### src/pcs_framer_pkg.sv
// Shared code-group values, classes and state types for the ordered-set framer.
package pcs_framer_pkg;
    localparam logic [7:0] CG_K28_5    = 8'hbc;
    localparam logic [7:0] CG_D21_5    = 8'hb5;
    localparam logic [7:0] CG_D2_2     = 8'h42;
    localparam logic [7:0] CG_D16_2    = 8'h50;
    localparam logic [7:0] CG_D5_6     = 8'hc5;
    localparam logic [7:0] CG_SOP      = 8'hfb;
    localparam logic [7:0] CG_EOP      = 8'hfd;
    localparam logic [7:0] CG_EXTEND   = 8'hf7;
    localparam logic [7:0] CG_ERRPROP  = 8'hfe;
    localparam logic [7:0] PREAMBLE    = 8'h55;
    localparam logic [7:0] EXTEND_CODE = 8'h0f;

    typedef enum logic [2:0] {
        CLS_DATA,
        CLS_SOP,
        CLS_EOP,
        CLS_EXTEND,
        CLS_ERRPROP,
        CLS_OTHER
    } cg_class_t;

    typedef enum {
        TX_IDLE,
        TX_SOP,
        TX_DATA,
        TX_EXT2,
        TX_EXT1,
        TX_CFG1,
        TX_CFG2,
        TX_CFG3
    } tx_state_t;

    typedef enum {
        RX_IDLE,
        RX_FRAME,
        RX_TERM,
        RX_TERM_R
    } rx_state_t;
endpackage

### src/reset_sync.sv
// Two-stage release synchroniser for the active-low reset.
`timescale 1ns/1ps
`default_nettype none
module reset_sync (
    input  wire logic i_clock,
    input  wire logic i_rstn,
    output logic      o_rstn
);
    logic stage1;

    always_ff @(posedge i_clock or negedge i_rstn) begin
        if (!i_rstn) begin
            stage1 <= 1'b0;
            o_rstn <= 1'b0;
        end else begin
            stage1 <= 1'b1;
            o_rstn <= stage1;
        end
    end
endmodule
`default_nettype wire

### src/cg_classify.sv
// Registered classifier for one received code group.
`timescale 1ns/1ps
`default_nettype none
module cg_classify
    import pcs_framer_pkg::*;
(
    input  wire logic       i_clock,
    input  wire logic       i_rstn,
    input  wire logic [7:0] i_data,
    input  wire logic       i_k,
    output logic [7:0]      o_data,
    output cg_class_t       o_class
);
    always_ff @(posedge i_clock or negedge i_rstn) begin
        if (!i_rstn) begin
            o_data  <= 8'h00;
            o_class <= CLS_OTHER;
        end else begin
            o_data <= i_data;
            if (!i_k) begin
                o_class <= CLS_DATA;
            end else begin
                unique case (i_data)
                    CG_SOP:     o_class <= CLS_SOP;
                    CG_EOP:     o_class <= CLS_EOP;
                    CG_EXTEND:  o_class <= CLS_EXTEND;
                    CG_ERRPROP: o_class <= CLS_ERRPROP;
                    default:    o_class <= CLS_OTHER;
                endcase
            end
        end
    end
endmodule
`default_nettype wire

### src/pcs_framer.sv
// Ordered-set framer: GMII transmit to code groups and code groups back to GMII receive.
`timescale 1ns/1ps
`default_nettype none
module pcs_framer
    import pcs_framer_pkg::*;
(
    input  wire logic        i_clock,
    input  wire logic        i_rstn,
    input  wire logic [7:0]  i_txd,
    input  wire logic        i_tx_en,
    input  wire logic        i_tx_er,
    input  wire logic        i_config_en,
    input  wire logic [15:0] i_config_word,
    input  wire logic        i_disparity_pos,
    input  wire logic [7:0]  i_rx_cg_data,
    input  wire logic        i_rx_cg_k,
    output logic [7:0]       o_tx_cg_data,
    output logic             o_tx_cg_k,
    output logic             o_tx_even,
    output logic [7:0]       o_rxd,
    output logic             o_rx_dv,
    output logic             o_rx_er
);
    logic       rstn;
    tx_state_t  tx_state;
    tx_state_t  next_tx_state;
    logic       slot_even;
    logic       first_idle;
    logic       next_first_idle;
    logic       cfg_second;
    logic       next_cfg_second;
    logic [7:0] next_tx_data;
    logic       next_tx_k;
    rx_state_t  rx_state;
    rx_state_t  next_rx_state;
    logic [7:0] rx_data;
    cg_class_t  rx_class;
    logic [7:0] next_rxd;
    logic       next_rx_dv;
    logic       next_rx_er;

    reset_sync u_reset_sync (
        .i_clock (i_clock),
        .i_rstn  (i_rstn),
        .o_rstn  (rstn)
    );

    // The slot parity runs freely; the framing logic keeps frames in step with it.
    always_ff @(posedge i_clock or negedge rstn) begin
        if (!rstn) begin
            slot_even <= 1'b1;
            o_tx_even <= 1'b1;
        end else begin
            slot_even <= !slot_even;
            o_tx_even <= slot_even;
        end
    end

    always_comb begin
        next_tx_state   = tx_state;
        next_first_idle = first_idle;
        next_cfg_second = cfg_second;
        next_tx_data    = CG_K28_5;
        next_tx_k       = 1'b1;
        unique case (tx_state)
            TX_IDLE: begin
                if (slot_even) begin
                    if (i_config_en) begin
                        next_tx_state = TX_CFG1;
                    end else if (i_tx_en) begin
                        next_tx_data  = CG_SOP;
                        next_tx_state = TX_DATA;
                    end
                end else begin
                    next_tx_k       = 1'b0;
                    next_first_idle = 1'b0;
                    if (i_tx_en && !i_config_en) begin
                        // The idle must be completed, so this byte of preamble is lost.
                        next_tx_data  = CG_D16_2;
                        next_tx_state = TX_SOP;
                    end else if (first_idle && i_disparity_pos) begin
                        next_tx_data = CG_D5_6;
                    end else begin
                        next_tx_data = CG_D16_2;
                    end
                end
            end
            TX_SOP: begin
                next_tx_data  = CG_SOP;
                next_tx_state = TX_DATA;
            end
            TX_DATA: begin
                if (i_tx_en) begin
                    if (i_tx_er) begin
                        next_tx_data = CG_ERRPROP;
                    end else begin
                        next_tx_data = i_txd;
                        next_tx_k    = 1'b0;
                    end
                end else begin
                    next_tx_data    = CG_EOP;
                    next_first_idle = 1'b1;
                    next_tx_state   = slot_even ? TX_EXT1 : TX_EXT2;
                end
            end
            TX_EXT2: begin
                next_tx_data  = CG_EXTEND;
                next_tx_state = TX_EXT1;
            end
            TX_EXT1: begin
                next_tx_data  = CG_EXTEND;
                next_tx_state = TX_IDLE;
            end
            TX_CFG1: begin
                next_tx_k     = 1'b0;
                next_tx_data  = cfg_second ? CG_D2_2 : CG_D21_5;
                next_tx_state = TX_CFG2;
            end
            TX_CFG2: begin
                next_tx_k     = 1'b0;
                next_tx_data  = i_config_word[7:0];
                next_tx_state = TX_CFG3;
            end
            TX_CFG3: begin
                next_tx_k       = 1'b0;
                next_tx_data    = i_config_word[15:8];
                next_cfg_second = !cfg_second;
                next_tx_state   = TX_IDLE;
            end
        endcase
    end

    always_ff @(posedge i_clock or negedge rstn) begin
        if (!rstn) begin
            tx_state   <= TX_IDLE;
            first_idle <= 1'b0;
            cfg_second <= 1'b0;
        end else begin
            tx_state   <= next_tx_state;
            first_idle <= next_first_idle;
            cfg_second <= next_cfg_second;
        end
    end

    always_ff @(posedge i_clock or negedge rstn) begin
        if (!rstn) begin
            o_tx_cg_data <= CG_K28_5;
            o_tx_cg_k    <= 1'b1;
        end else begin
            o_tx_cg_data <= next_tx_data;
            o_tx_cg_k    <= next_tx_k;
        end
    end

    cg_classify u_rx_classify (
        .i_clock (i_clock),
        .i_rstn  (rstn),
        .i_data  (i_rx_cg_data),
        .i_k     (i_rx_cg_k),
        .o_data  (rx_data),
        .o_class (rx_class)
    );

    // Idle and configuration sets simply leave the receiver idle; the D16.2 that
    // closed an odd-aligned idle is never turned back into preamble.
    always_comb begin
        next_rx_state = rx_state;
        next_rxd      = 8'h00;
        next_rx_dv    = 1'b0;
        next_rx_er    = 1'b0;
        unique case (rx_state)
            RX_IDLE: begin
                if (rx_class == CLS_SOP) begin
                    next_rxd      = PREAMBLE;
                    next_rx_dv    = 1'b1;
                    next_rx_state = RX_FRAME;
                end
            end
            RX_FRAME: begin
                unique case (rx_class)
                    CLS_DATA: begin
                        next_rxd   = rx_data;
                        next_rx_dv = 1'b1;
                    end
                    CLS_EOP: begin
                        next_rx_state = RX_TERM;
                    end
                    CLS_SOP: begin
                        next_rxd   = PREAMBLE;
                        next_rx_dv = 1'b1;
                    end
                    default: begin
                        // Error code or an unexpected control group corrupts the frame.
                        next_rx_dv = 1'b1;
                        next_rx_er = 1'b1;
                    end
                endcase
            end
            RX_TERM: begin
                next_rx_state = (rx_class == CLS_EXTEND) ? RX_TERM_R : RX_IDLE;
            end
            RX_TERM_R: begin
                if (rx_class == CLS_EXTEND) begin
                    next_rxd   = EXTEND_CODE;
                    next_rx_er = 1'b1;
                end
                next_rx_state = RX_IDLE;
            end
        endcase
    end

    always_ff @(posedge i_clock or negedge rstn) begin
        if (!rstn) begin
            rx_state <= RX_IDLE;
            o_rxd    <= 8'h00;
            o_rx_dv  <= 1'b0;
            o_rx_er  <= 1'b0;
        end else begin
            rx_state <= next_rx_state;
            o_rxd    <= next_rxd;
            o_rx_dv  <= next_rx_dv;
            o_rx_er  <= next_rx_er;
        end
    end
endmodule
`default_nettype wire

### config.mk
export PLATFORM = sky130hd
export DESIGN_NAME = pcs_framer
export DESIGN_NICKNAME = d
export VERILOG_FILES = /design/src/pcs_framer_pkg.sv /design/src/reset_sync.sv /design/src/cg_classify.sv /design/src/pcs_framer.sv
export SDC_FILE = /design/constraint.sdc
export NUM_CORES = 1
export LEC_CHECK = 0
export ABC_AREA = 0
export ABC_CLOCK_PERIOD_IN_PS = 1710
export BUFFER_PORTS_ARGS = -buffer_cell sky130_fd_sc_hd__buf_4
export CORE_AREA = 2 2 71 73
export DETAILED_ROUTE_END_ITERATION = 8
export DIE_AREA = 0 0 73 75
export GPL_TIMING_DRIVEN = 0
export HOLD_SLACK_MARGIN = 0.1
export PLACE_DENSITY = 0.68
export SLEW_MARGIN = 20
export SYNTH_ARGS = -nofsm -noshare
export SYNTH_HDL_FRONTEND = slang
export SYNTH_HIERARCHICAL = 1
export SYNTH_SLANG_ARGS = --single-unit
### constraint.sdc
create_clock -name i_clock -period 1.71 [get_ports i_clock]
set_input_delay 0.2565 -clock i_clock [delete_from_list [all_inputs] [get_ports i_clock]]
set_output_delay 0.2565 -clock i_clock [all_outputs]
set_load 0.005 [all_outputs]
==> results of run 1 <==
==> cell usage after synthesis, types with 3 or more instances <==
library cell | number | area share
a21oi_1 | 24 | 0.059
and2b_1 | 4 | 0.015
buf_2 | 3 | 0.0074
buf_6 | 3 | 0.017
dfrtp_1 | 31 | 0.38
dfstp_2 | 10 | 0.13
inv_1 | 8 | 0.015
inv_2 | 3 | 0.0056
nand2_1 | 14 | 0.026
nand2b_1 | 3 | 0.0093
nand3_1 | 4 | 0.0099
nor2_1 | 7 | 0.013
o21a_1 | 3 | 0.011
o21ai_0 | 7 | 0.017
o21ai_1 | 5 | 0.012
o22ai_1 | 3 | 0.0093
==> metal layers <==
| layer | share of wire | routed length, um | up-vias |
|---|---|---|---|
| li1 | - | - | 820 |
| met3 | 0.068 | 313 | 6 |
| met1 | 0.45 | 2040 | 779 |
| met2 | 0.47 | 2157 | 65 |
| met4 | 0.015 | 70 | 0 |
| met5 | 0 | 0 | - |
==> registers in the layout (all words and copies together) (netlist names) <==
| signal | count |
|---|---|
| o_rxd | 8 |
| o_tx_cg_data | 8 |
| u_rx_classify/o_data | 8 |
| tx_state | 3 |
| u_rx_classify/o_class | 3 |
| rx_state | 2 |
| cfg_second | 1 |
| first_idle | 1 |
| o_rx_dv | 1 |
| o_rx_er | 1 |
| o_tx_cg_k | 1 |
| o_tx_even | 1 |
| slot_even | 1 |
| u_reset_sync/o_rstn | 1 |
| u_reset_sync/stage1 | 1 |
==> power groups by stage <==
stage | Clock (uW) | Combinational, uW | Sequential (uW)
CTS | 817 | 1580 | 1330
floorplan | 0 | 1050 | 1350
global placement | 0 | 1530 | 1350
global route | 867 | 1720 | 1350
detailed placement | 0 | 1560 | 1350
finish | 804 | 1570 | 1330
==> logic make-up after synthesis <==
| family | Yosys count | synth area share |
|---|---|---|
| AOI/OAI and AO/OA | 63 | 0.2051 |
| and+or+nand+nor | 56 | 0.1730 |
| DFF | 41 | 0.5127 |
| buffers and inverters | 22 | 0.07288 |
| xor gates and xnor gates | 4 | 0.01730 |
| muxes | 3 | 0.01729 |
| other | 1 | 0.001851 |
==> area by class of cell <==
class | count | area share
sequential | 41 | 0.3776
multi-input combinational | 127 | 0.3049
timing repair buffer | 67 | 0.1972
buffer | 11 | 0.03862
clock buffer | 7 | 0.03135
tap | 54 | 0.02453
inverter | 11 | 0.01499
clock inverter | 1 | 0.01090
==> worst max-delay path, cell delays in order (launching register included) <==
cell      delay [ps]
dfrtp_1          430
buf_6            190
buf_8            150
nor2_1           300
o211ai_1         200
==> metrics by stage <==
stage / setup WS [ps] / instances / hold slack (ps)
floorplan: 497.9 / 190 / -39.09
global placement: 84.72 / 302 / 39.89
detailed placement: 298.4 / 303 / 40.42
CTS: 281.0 / 317 / 100.6
global route: 202.6 / 319 / 108.2
finish: 285.8 / 319 / 117.3
==> path summary, 6_finish.rpt <==
kind / from / endpoint / slack [ps] / depth (start not counted)
setup / recovery: tx_state[2]$_DFFE_PN0P_ / o_tx_cg_data[1]$_DFF_PN0_ / 290 / 4
hold / removal: i_rx_cg_data[1] / u_rx_classify/o_data[1]$_DFF_PN0_ / 120 / 1
setup reg to reg: tx_state[2]$_DFFE_PN0P_ / o_tx_cg_data[1]$_DFF_PN0_ / 290 / 4
hold reg to reg: u_reset_sync/o_rstn$_DFF_PN0_ / u_rx_classify/o_data[1]$_DFF_PN0_ / 190 / 0
max in group asynchronous: u_reset_sync/o_rstn$_DFF_PN0_ / o_tx_even$_DFF_PN1_ / 1000 / 1
min in group asynchronous: u_reset_sync/o_rstn$_DFF_PN0_ / u_rx_classify/o_data[1]$_DFF_PN0_ / 190 / 0
==> flow_summary.json, run 1 <==
{
  "synth_area_per_cell_sq_um": 10.66,
  "use_met1": 0.2300,
  "min_period_ps": 1424,
  "syn_area_sq_um": 2026,
  "detailed_place_hpwl_um": 3347,
  "async_reset_ff_frac": 1.000,
  "drv_cap": 0,
  "grt_pass1_vias": 1558,
  "utilization": 0.5909,
  "synth_cells": 190,
  "switching_share": 0.3361,
  "finClkSkew_ps": 8.279,
  "drtAntennaViolNets": 0,
  "cts_root_buffer": "clkbuf_8",
  "vias": 1670,
  "finalSetupViolCount": 0,
  "antenna_found_initial": 0,
  "drv_slew": 0,
  "first_pass_iters": 6,
  "total_power_uw": 3710,
  "final_common_cell": "buf_4",
  "power_frac_seq": 0.359,
  "intPower_uw": 2463,
  "insertion_delay_ps": 290,
  "path_class": "reg -> reg",
  "crit_arrival_ps": 1560,
  "vias_per_cell": 5.235,
  "drt_iter0_drc": 113,
  "power_frac_clock": 0.217,
  "synth_edf_count": 0,
  "syn2layout_area_growth_pct": 35.95,
  "min_period_over_period": 0.8329,
  "p_leak_uw": 0.001247,
  "synthesis.nets": 229,
  "grt_max_degree": 24,
  "post_dp_cell_area_sq_um": 2557,
  "fillers": 425,
  "placementRows": 25,
  "yosys_register_bits": 41,
  "clockBufferDepth": 2,
  "pwr-share-comb": 0.424,
  "mostFrequentLayoutCells": "buf_4 (58), dfrtp_1 (30), a21oi_1 (24)",
  "grtUsageMet3": 0.05221,
  "hold_viol": 0,
  "startpoint_type": "flip-flop",
  "cts_resized": 0,
  "cts_made_buffers": 5,
  "yosysUniqueCellTypes": 56,
  "clkSinkCount": 41,
  "grtUsageMet2": 0.2783,
  "fmax_ghz": 0.7021,
  "drcViolationCount": 0,
  "diodes": 0,
  "multiInputGateArea_sq_um": 839.6,
  "wl_per_cell_um": 14.36,
  "critPathMaxFanout": 10,
  "core_sq_um": 4661,
  "holdBufCountCts": 6,
  "irDropWorstVdd_mv": 0.7094,
  "rsz0062_at_grt": "no",
  "gp_congestion": 0.8582,
  "power.switching_uw": 1247,
  "regArea_sq_um": 1040,
  "cts_max_level": 2,
  "num_io_pins": 59,
  "die_x_um": 73,
  "fin_nets": 303,
  "grt_usage": 0.1759,
  "yosys_warnings": 6,
  "overflow": 0,
  "fp.dieH_um": 75,
  "cts_tree": "done",
  "worstSetupEndpointType": "flip-flop",
  "io_buffers": 58,
  "status": "complete, no violations",
  "power_density_nw_per_um2": 1347,
  "fin_area_sq_um": 2754,
  "grt_pass1_wl_um": 7231,
  "cts_setup_buffers": 0,
  "final_layout_size_suffix_gt1_frac": 0.3962,
  "ys_seq_area_frac": 0.5127,
  "clk_pin_slew_worst_paths_ps": 80,
  "die_area_sq_um": 5475,
  "grt.busiest_layer": "met2",
  "wl_um": 4582,
  "min_path_type": "in -> reg",
  "start_util": 0.4346,
  "cp.required_ps": 1840,
  "ys.flop_type": "dfrtp_1",
  "setup_tns_ps": 0
}
(Power assumes the default switching activity.)
==> run 2, diff against run 1 <==
- ABC_AREA: 0 -> 1
- ABC_CLOCK_PERIOD_IN_PS: 1710 -> 1300
- CORE_AREA: 2 2 71 73 -> 2 2 72 74
- DIE_AREA: 0 0 73 75 -> 0 0 74 76
- PLACE_DENSITY: 0.68 -> 0.71
- clock period: 1.71 -> 1.3 ns (I/O delays scaled with it)
==> flow_summary.json, run 2 <==
{
  "status": "complete, no violations",
  "detailed_place_hpwl_um": 3467,
  "hold_depth": 3,
  "cpPeakStageDelay_ps": 550,
  "power_frac_seq": 0.363,
  "io_buffers": 57,
  "power.switching_uw": 1897,
  "rsz0062_at_grt": "no",
  "cp.required_ps": 1520,
  "synth_most_common_cell": "nand2_1",
  "finClkSkew_ps": 2.355,
  "cts_tree": "done",
  "min_period_over_period": 0.9253,
  "placementRows": 26,
  "clk_pin_slew_worst_paths_ps": 80,
  "insertion_delay_ps": 290,
  "cp.depth": 4,
  "cts_made_buffers": 5,
  "crit_family": "flip-flops",
  "yosysUniqueCellTypes": 28,
  "netlist_top_cells_count": "nand2_1 (57), nor2_1 (36), dfrtp_1 (31), inv_1 (31), nand3_1 (26)",
  "diodes": 0,
  "setup_ws_ps": 97.05,
  "yosys.area.top_type": "dfrtp_1",
  "startpoint_type": "flip-flop",
  "fin_nets": 365,
  "yosys_warnings": 6,
  "grt_pass1_vias": 1755,
  "finalSetupViolCount": 0,
  "syn2layout_area_growth_pct": 35.39,
  "cts_max_level": 2,
  "synthesis.nets": 290,
  "antenna_found_initial": 0,
  "ys.flop_type": "dfrtp_1",
  "wl_per_cell_um": 11.37,
  "intPower_uw": 3109,
  "pwr-share-comb": 0.464,
  "rr_worst_depth": 4,
  "synth_area_per_cell_sq_um": 8.310,
  "pre_cts_slack_ps": 94.84,
  "fmax_ghz": 0.8313,
  "dp.cells": 379,
  "worstSetupEndpointType": "flip-flop",
  "die_x_um": 74,
  "overflow": 0,
  "wl_um": 4512,
  "setup_tns_ps": 0,
  "synth_area_leaders": "dfrtp_1 (37%), dfstp_2 (13%), nand2_1 (10%)",
  "fin_area_sq_um": 2824,
  "power_frac_clock": 0.173,
  "hold_viol": 0,
  "synth_edf_count": 0,
  "crit_arrival_ps": 1420,
  "yosys_register_bits": 41,
  "async_reset_ff_frac": 1.000,
  "ys_seq_area_frac": 0.4979,
  "drv_cap": 0,
  "switching_share": 0.3789,
  "fillers": 442,
  "grt_pass1_wl_um": 7389,
  "gp_congestion": 0.8111,
  "final_layout_size_suffix_gt1_frac": 0.3486,
  "power_density_nw_per_um2": 1773,
  "vias": 1780,
  "cp_cell_sequence": "inv_1 -> nor3_2 -> nand3_1 -> o21ai_1",
  "critPathBufInv": 1,
  "clkSinkCount": 41,
  "irDropWorstVdd_mv": 0.7715,
  "critPathMaxFanout": 7,
  "grt_max_degree": 22,
  "cts_root_buffer": "clkbuf_8",
  "top_regs": "o_rxd: 8 flops, o_tx_cg_data: 8 flops, u_rx_classify/o_data: 8 flops",
  "fin_cells": 397,
  "post_dp_cell_area_sq_um": 2630,
  "first_pass_iters": 4,
  "synth_cells": 251,
  "critPathSlowestCell": "dfstp_2",
  "vias_per_cell": 4.484,
  "final_common_cell": "buf_4",
  "grt_usage": 0.1707,
  "min_period_ps": 1203,
  "fp.dieH_um": 76,
  "drt_iter0_drc": 124,
  "mostFrequentLayoutCells": "buf_4 (58), nand2_1 (57), nor2_1 (36)",
  "start_util": 0.4246,
  "core_sq_um": 4912,
  "utilization": 0.5749,
  "drtAntennaViolNets": 0,
  "synthDominantCellAreaShare": 0.3719,
  "drcViolationCount": 0,
  "num_io_pins": 59,
  "p_leak_uw": 0.001504,
  "path_class": "reg -> reg",
  "die_area_sq_um": 5624,
  "min_path_type": "in -> reg",
  "syn_area_sq_um": 2086,
  "drv_slew": 0,
  "clockBufferDepth": 2
}
-- run 2: cell types whose count changed in the layout (fill, tap and decap cells not counted), moves of 4 or more --
cell / change
a21oi_1: -17
and2b_1: -4
inv_1: +22
nand2_1: +43
nand2_2: +4
nand3_1: +22
nand4_1: +5
nor2_1: +29
nor2_2: +6
nor2_4: +4
-- run 2: cell type report --
| cell class | instances | area [sq um] | share of cell area |
|---|---|---|---|
| inverters | 38 | 157.7 | 0.05583 |
| repair buffers | 68 | 553.0 | 0.1958 |
| plain buffers | 4 | 38.79 | 0.01374 |
| flip-flops and latches | 41 | 1040 | 0.3682 |
| clock inverters | 2 | 13.76 | 0.004874 |
| clock buffers | 6 | 82.58 | 0.02924 |
| multi-input cells | 168 | 850.8 | 0.3013 |
| well taps | 70 | 87.58 | 0.03101 |
-- run 2: metal layers --
layer,vias to the layer above,track usage,share of wire
met2,58,0.2768,0.46
met3,9,0.04233,0.064
met4,0,0.08364,0.021
met5,-,0,0
met1,783,0.2078,0.45
li1,930,-,-
-- run 2: worst min-delay path, stage by stage --
cell and delay, ps:
buf_4 110, inv_1 70, nor2_2 40
-- run 2: repair_timing --
item / in CTS / in global routing
hold buffers: 9 / 0
buffers inserted: 0 / 1
resized for setup: 0 / 1
endpoints found under the setup margin: 0 / 2
endpoints found under the hold margin: 10 / 0
-- run 2: logic make-up (layout without fill, tap and decap cells) --
logic type             Yosys count  in the layout  share of synthesized area
AND/OR/NAND/NOR                150            150                     0.3617
buffers and inverters           42            118                    0.09418
flip-flops                      41             41                     0.4979
AO/OA/AOI/OAI                   16             16                    0.04019
other                            1              1                   0.001798
XOR/XNOR                         1              1                   0.004200
-- run 2: power by group through the flow --
stage | sequential, uW | clock, uW | combinational (uW)
final | 1820 | 866 | 2320
after global routing | 1860 | 947 | 2600
after floorplan | 1860 | 0 | 1540
after CTS | 1830 | 889 | 2330
after detailed placement | 1850 | 0 | 2300
after global placement | 1850 | 0 | 2240
-- run 2: final timing paths --
check                      slack (ps)                                  to                                from
max                               100                   o_rx_er$_DFF_PN0_  u_rx_classify/o_class[0]$_DFF_PN1_
min                               130  u_rx_classify/o_class[2]$_DFF_PN1_                           i_rx_cg_k
max reg2reg                       100                   o_rx_er$_DFF_PN0_  u_rx_classify/o_class[0]$_DFF_PN1_
min reg2reg                       210   u_rx_classify/o_data[7]$_DFF_PN0_       u_reset_sync/o_rstn$_DFF_PN0_
max in group asynchronous         560                 o_tx_cg_k$_DFF_PN1_       u_reset_sync/o_rstn$_DFF_PN0_
min in group asynchronous         210   u_rx_classify/o_data[7]$_DFF_PN0_       u_reset_sync/o_rstn$_DFF_PN0_
-- run 2: metrics by stage --
| step | hold WS (ps) | total power (uW) |
|---|---|---|
| 3_5_place_dp | -20.85 | 4153 |
| 3_3_place_gp | -21.69 | 4095 |
| 5_1_grt | 130.8 | 5401 |
| 2_1_floorplan | -100.6 | 3407 |
| 4_1_cts | 124.4 | 5044 |
| 6_report | 127.3 | 5006 |
==> run 3, diff against run 2 <==
- HOLD_SLACK_MARGIN: 0.1 -> 0.15
==> flow_summary.json, run 3 (synthesis results as in run 2) <==
{
  "die_area_sq_um": 5624,
  "drv_slew": 0,
  "placementRows": 26,
  "fin_area_sq_um": 2844,
  "clockBufferDepth": 2,
  "min_period_ps": 1206,
  "fillers": 441,
  "clk_pin_slew_worst_paths_ps": 80,
  "hold_ws_ps": 178.4,
  "cts_max_level": 2,
  "startpoint_type": "flip-flop",
  "regArea_sq_um": 1040,
  "critPathMaxFanout": 7,
  "num_io_pins": 59,
  "fp.dieH_um": 76,
  "min_path_type": "in -> reg",
  "crit_arrival_ps": 1420,
  "cp.required_ps": 1520,
  "cts_root_buffer": "clkbuf_8",
  "io_buffers": 57,
  "multiInputGateArea_sq_um": 850.8,
  "grt_pass1_vias": 1776,
  "first_pass_iters": 4,
  "final_layout_size_suffix_gt1_frac": 0.3465,
  "min_period_over_period": 0.9277,
  "top_regs": "o_rxd: 8 flops, o_tx_cg_data: 8 flops, u_rx_classify/o_data: 8 flops",
  "drtAntennaViolNets": 0,
  "status": "complete, no violations",
  "r2r_slack_ps": 90,
  "die_x_um": 74,
  "gp_congestion": 0.8111,
  "final_common_cell": "buf_4",
  "path_class": "reg -> reg",
  "overflow": 0,
  "mostFrequentLayoutCells": "buf_4 (58), nand2_1 (57), nor2_1 (36)",
  "post_dp_cell_area_sq_um": 2630,
  "finalSetupViolCount": 0,
  "syn2layout_area_growth_pct": 36.35,
  "drt_iter0_drc": 108,
  "drcViolationCount": 0,
  "vias_per_cell": 4.461,
  "rsz0062_at_grt": "no",
  "diodes": 0,
  "worstSetupEndpointType": "flip-flop",
  "irDropWorstVdd_mv": 0.7710,
  "p_leak_uw": 0.001512,
  "grt_max_degree": 22,
  "drv_cap": 0,
  "antenna_found_initial": 0,
  "detailed_place_hpwl_um": 3467,
  "cts_made_buffers": 5,
  "clkSinkCount": 41,
  "power_density_nw_per_um2": 1761,
  "vias": 1780,
  "fin_nets": 367,
  "wl_per_cell_um": 11.39,
  "start_util": 0.4246,
  "core_sq_um": 4912,
  "wl_um": 4544,
  "grt_usage": 0.1718,
  "cts_tree": "done",
  "hold_viol": 0,
  "grt_pass1_wl_um": 7438,
  "insertion_delay_ps": 290,
  "fmax_ghz": 0.8292,
  "finClkSkew_ps": 1.648
}
==> run 3: cell count changes in the layout (fill, tap and decap cells not counted), sizes merged <==
cell	before	now
dlygate4sd3	9	11
==> run 3: worst max-delay path: stages, from the launching register on <==
cell and delay (ps):
dfstp_2 550, inv_1 110, nor3_2 170, nand3_1 190, o21ai_1 120
==> run 3: timing repair <==
action / CTS / global route
endpoints found under the setup margin: 0 / 2
hold buffers: 11 / 0
gates resized for setup: 0 / 1
endpoints found under the hold margin: 14 / 0
buffers inserted: 0 / 1
==> run 3: worst paths after layout <==
path,cells after the start,endpoint,start
min in group asynchronous,0,u_rx_classify/o_data[7]$_DFF_PN0_,u_reset_sync/o_rstn$_DFF_PN0_
max,4,o_rx_er$_DFF_PN0_,u_rx_classify/o_class[0]$_DFF_PN1_
max in group asynchronous,1,o_tx_cg_data[4]$_DFF_PN1_,u_reset_sync/o_rstn$_DFF_PN0_
max reg2reg,4,o_rx_er$_DFF_PN0_,u_rx_classify/o_class[0]$_DFF_PN1_
min reg2reg,0,u_rx_classify/o_data[7]$_DFF_PN0_,u_reset_sync/o_rstn$_DFF_PN0_
min,3,o_tx_cg_data[2]$_DFF_PN1_,i_txd[2]
==> run 3: area by class of cell <==
type                       count  area share
buffer                         4     0.01364
clock buffer                   6     0.02904
clock inverter                 2    0.004839
inverter                      38     0.05543
multi-input combinational    168      0.2992
sequential                    41      0.3656
tap                           70     0.03080
timing repair buffer          70      0.2015
==> run 3: stage by stage <==
stage                     setup slack (ps)  std cells  TNS (ps)  power, uW    util
after detailed placement             94.84        379         0       4153  0.5354
after global routing                 3.380        399         0       5407  0.5790
after global placement              -315.3        378     -9245       4095  0.5295
final                                93.97        399         0       5008  0.5790
after floorplan                      92.11        251         0       3407       -
after CTS                            78.86        398         0       5048  0.5774
==> run 3: where the power goes <==
group	internal [uW]	total (uW)	switching [uW]
logic	999	2320	1320
registers	1680	1820	136
clock network	430	867	437
total	3110	5010	1900
==> run 3: metal layers <==
| layer | track usage | wire length (um) |
|---|---|---|
| met5 | 0 | 0 |
| met4 | 0.08364 | 71 |
| met3 | 0.04233 | 295 |
| met2 | 0.2813 | 2141 |
| met1 | 0.2069 | 2035 |
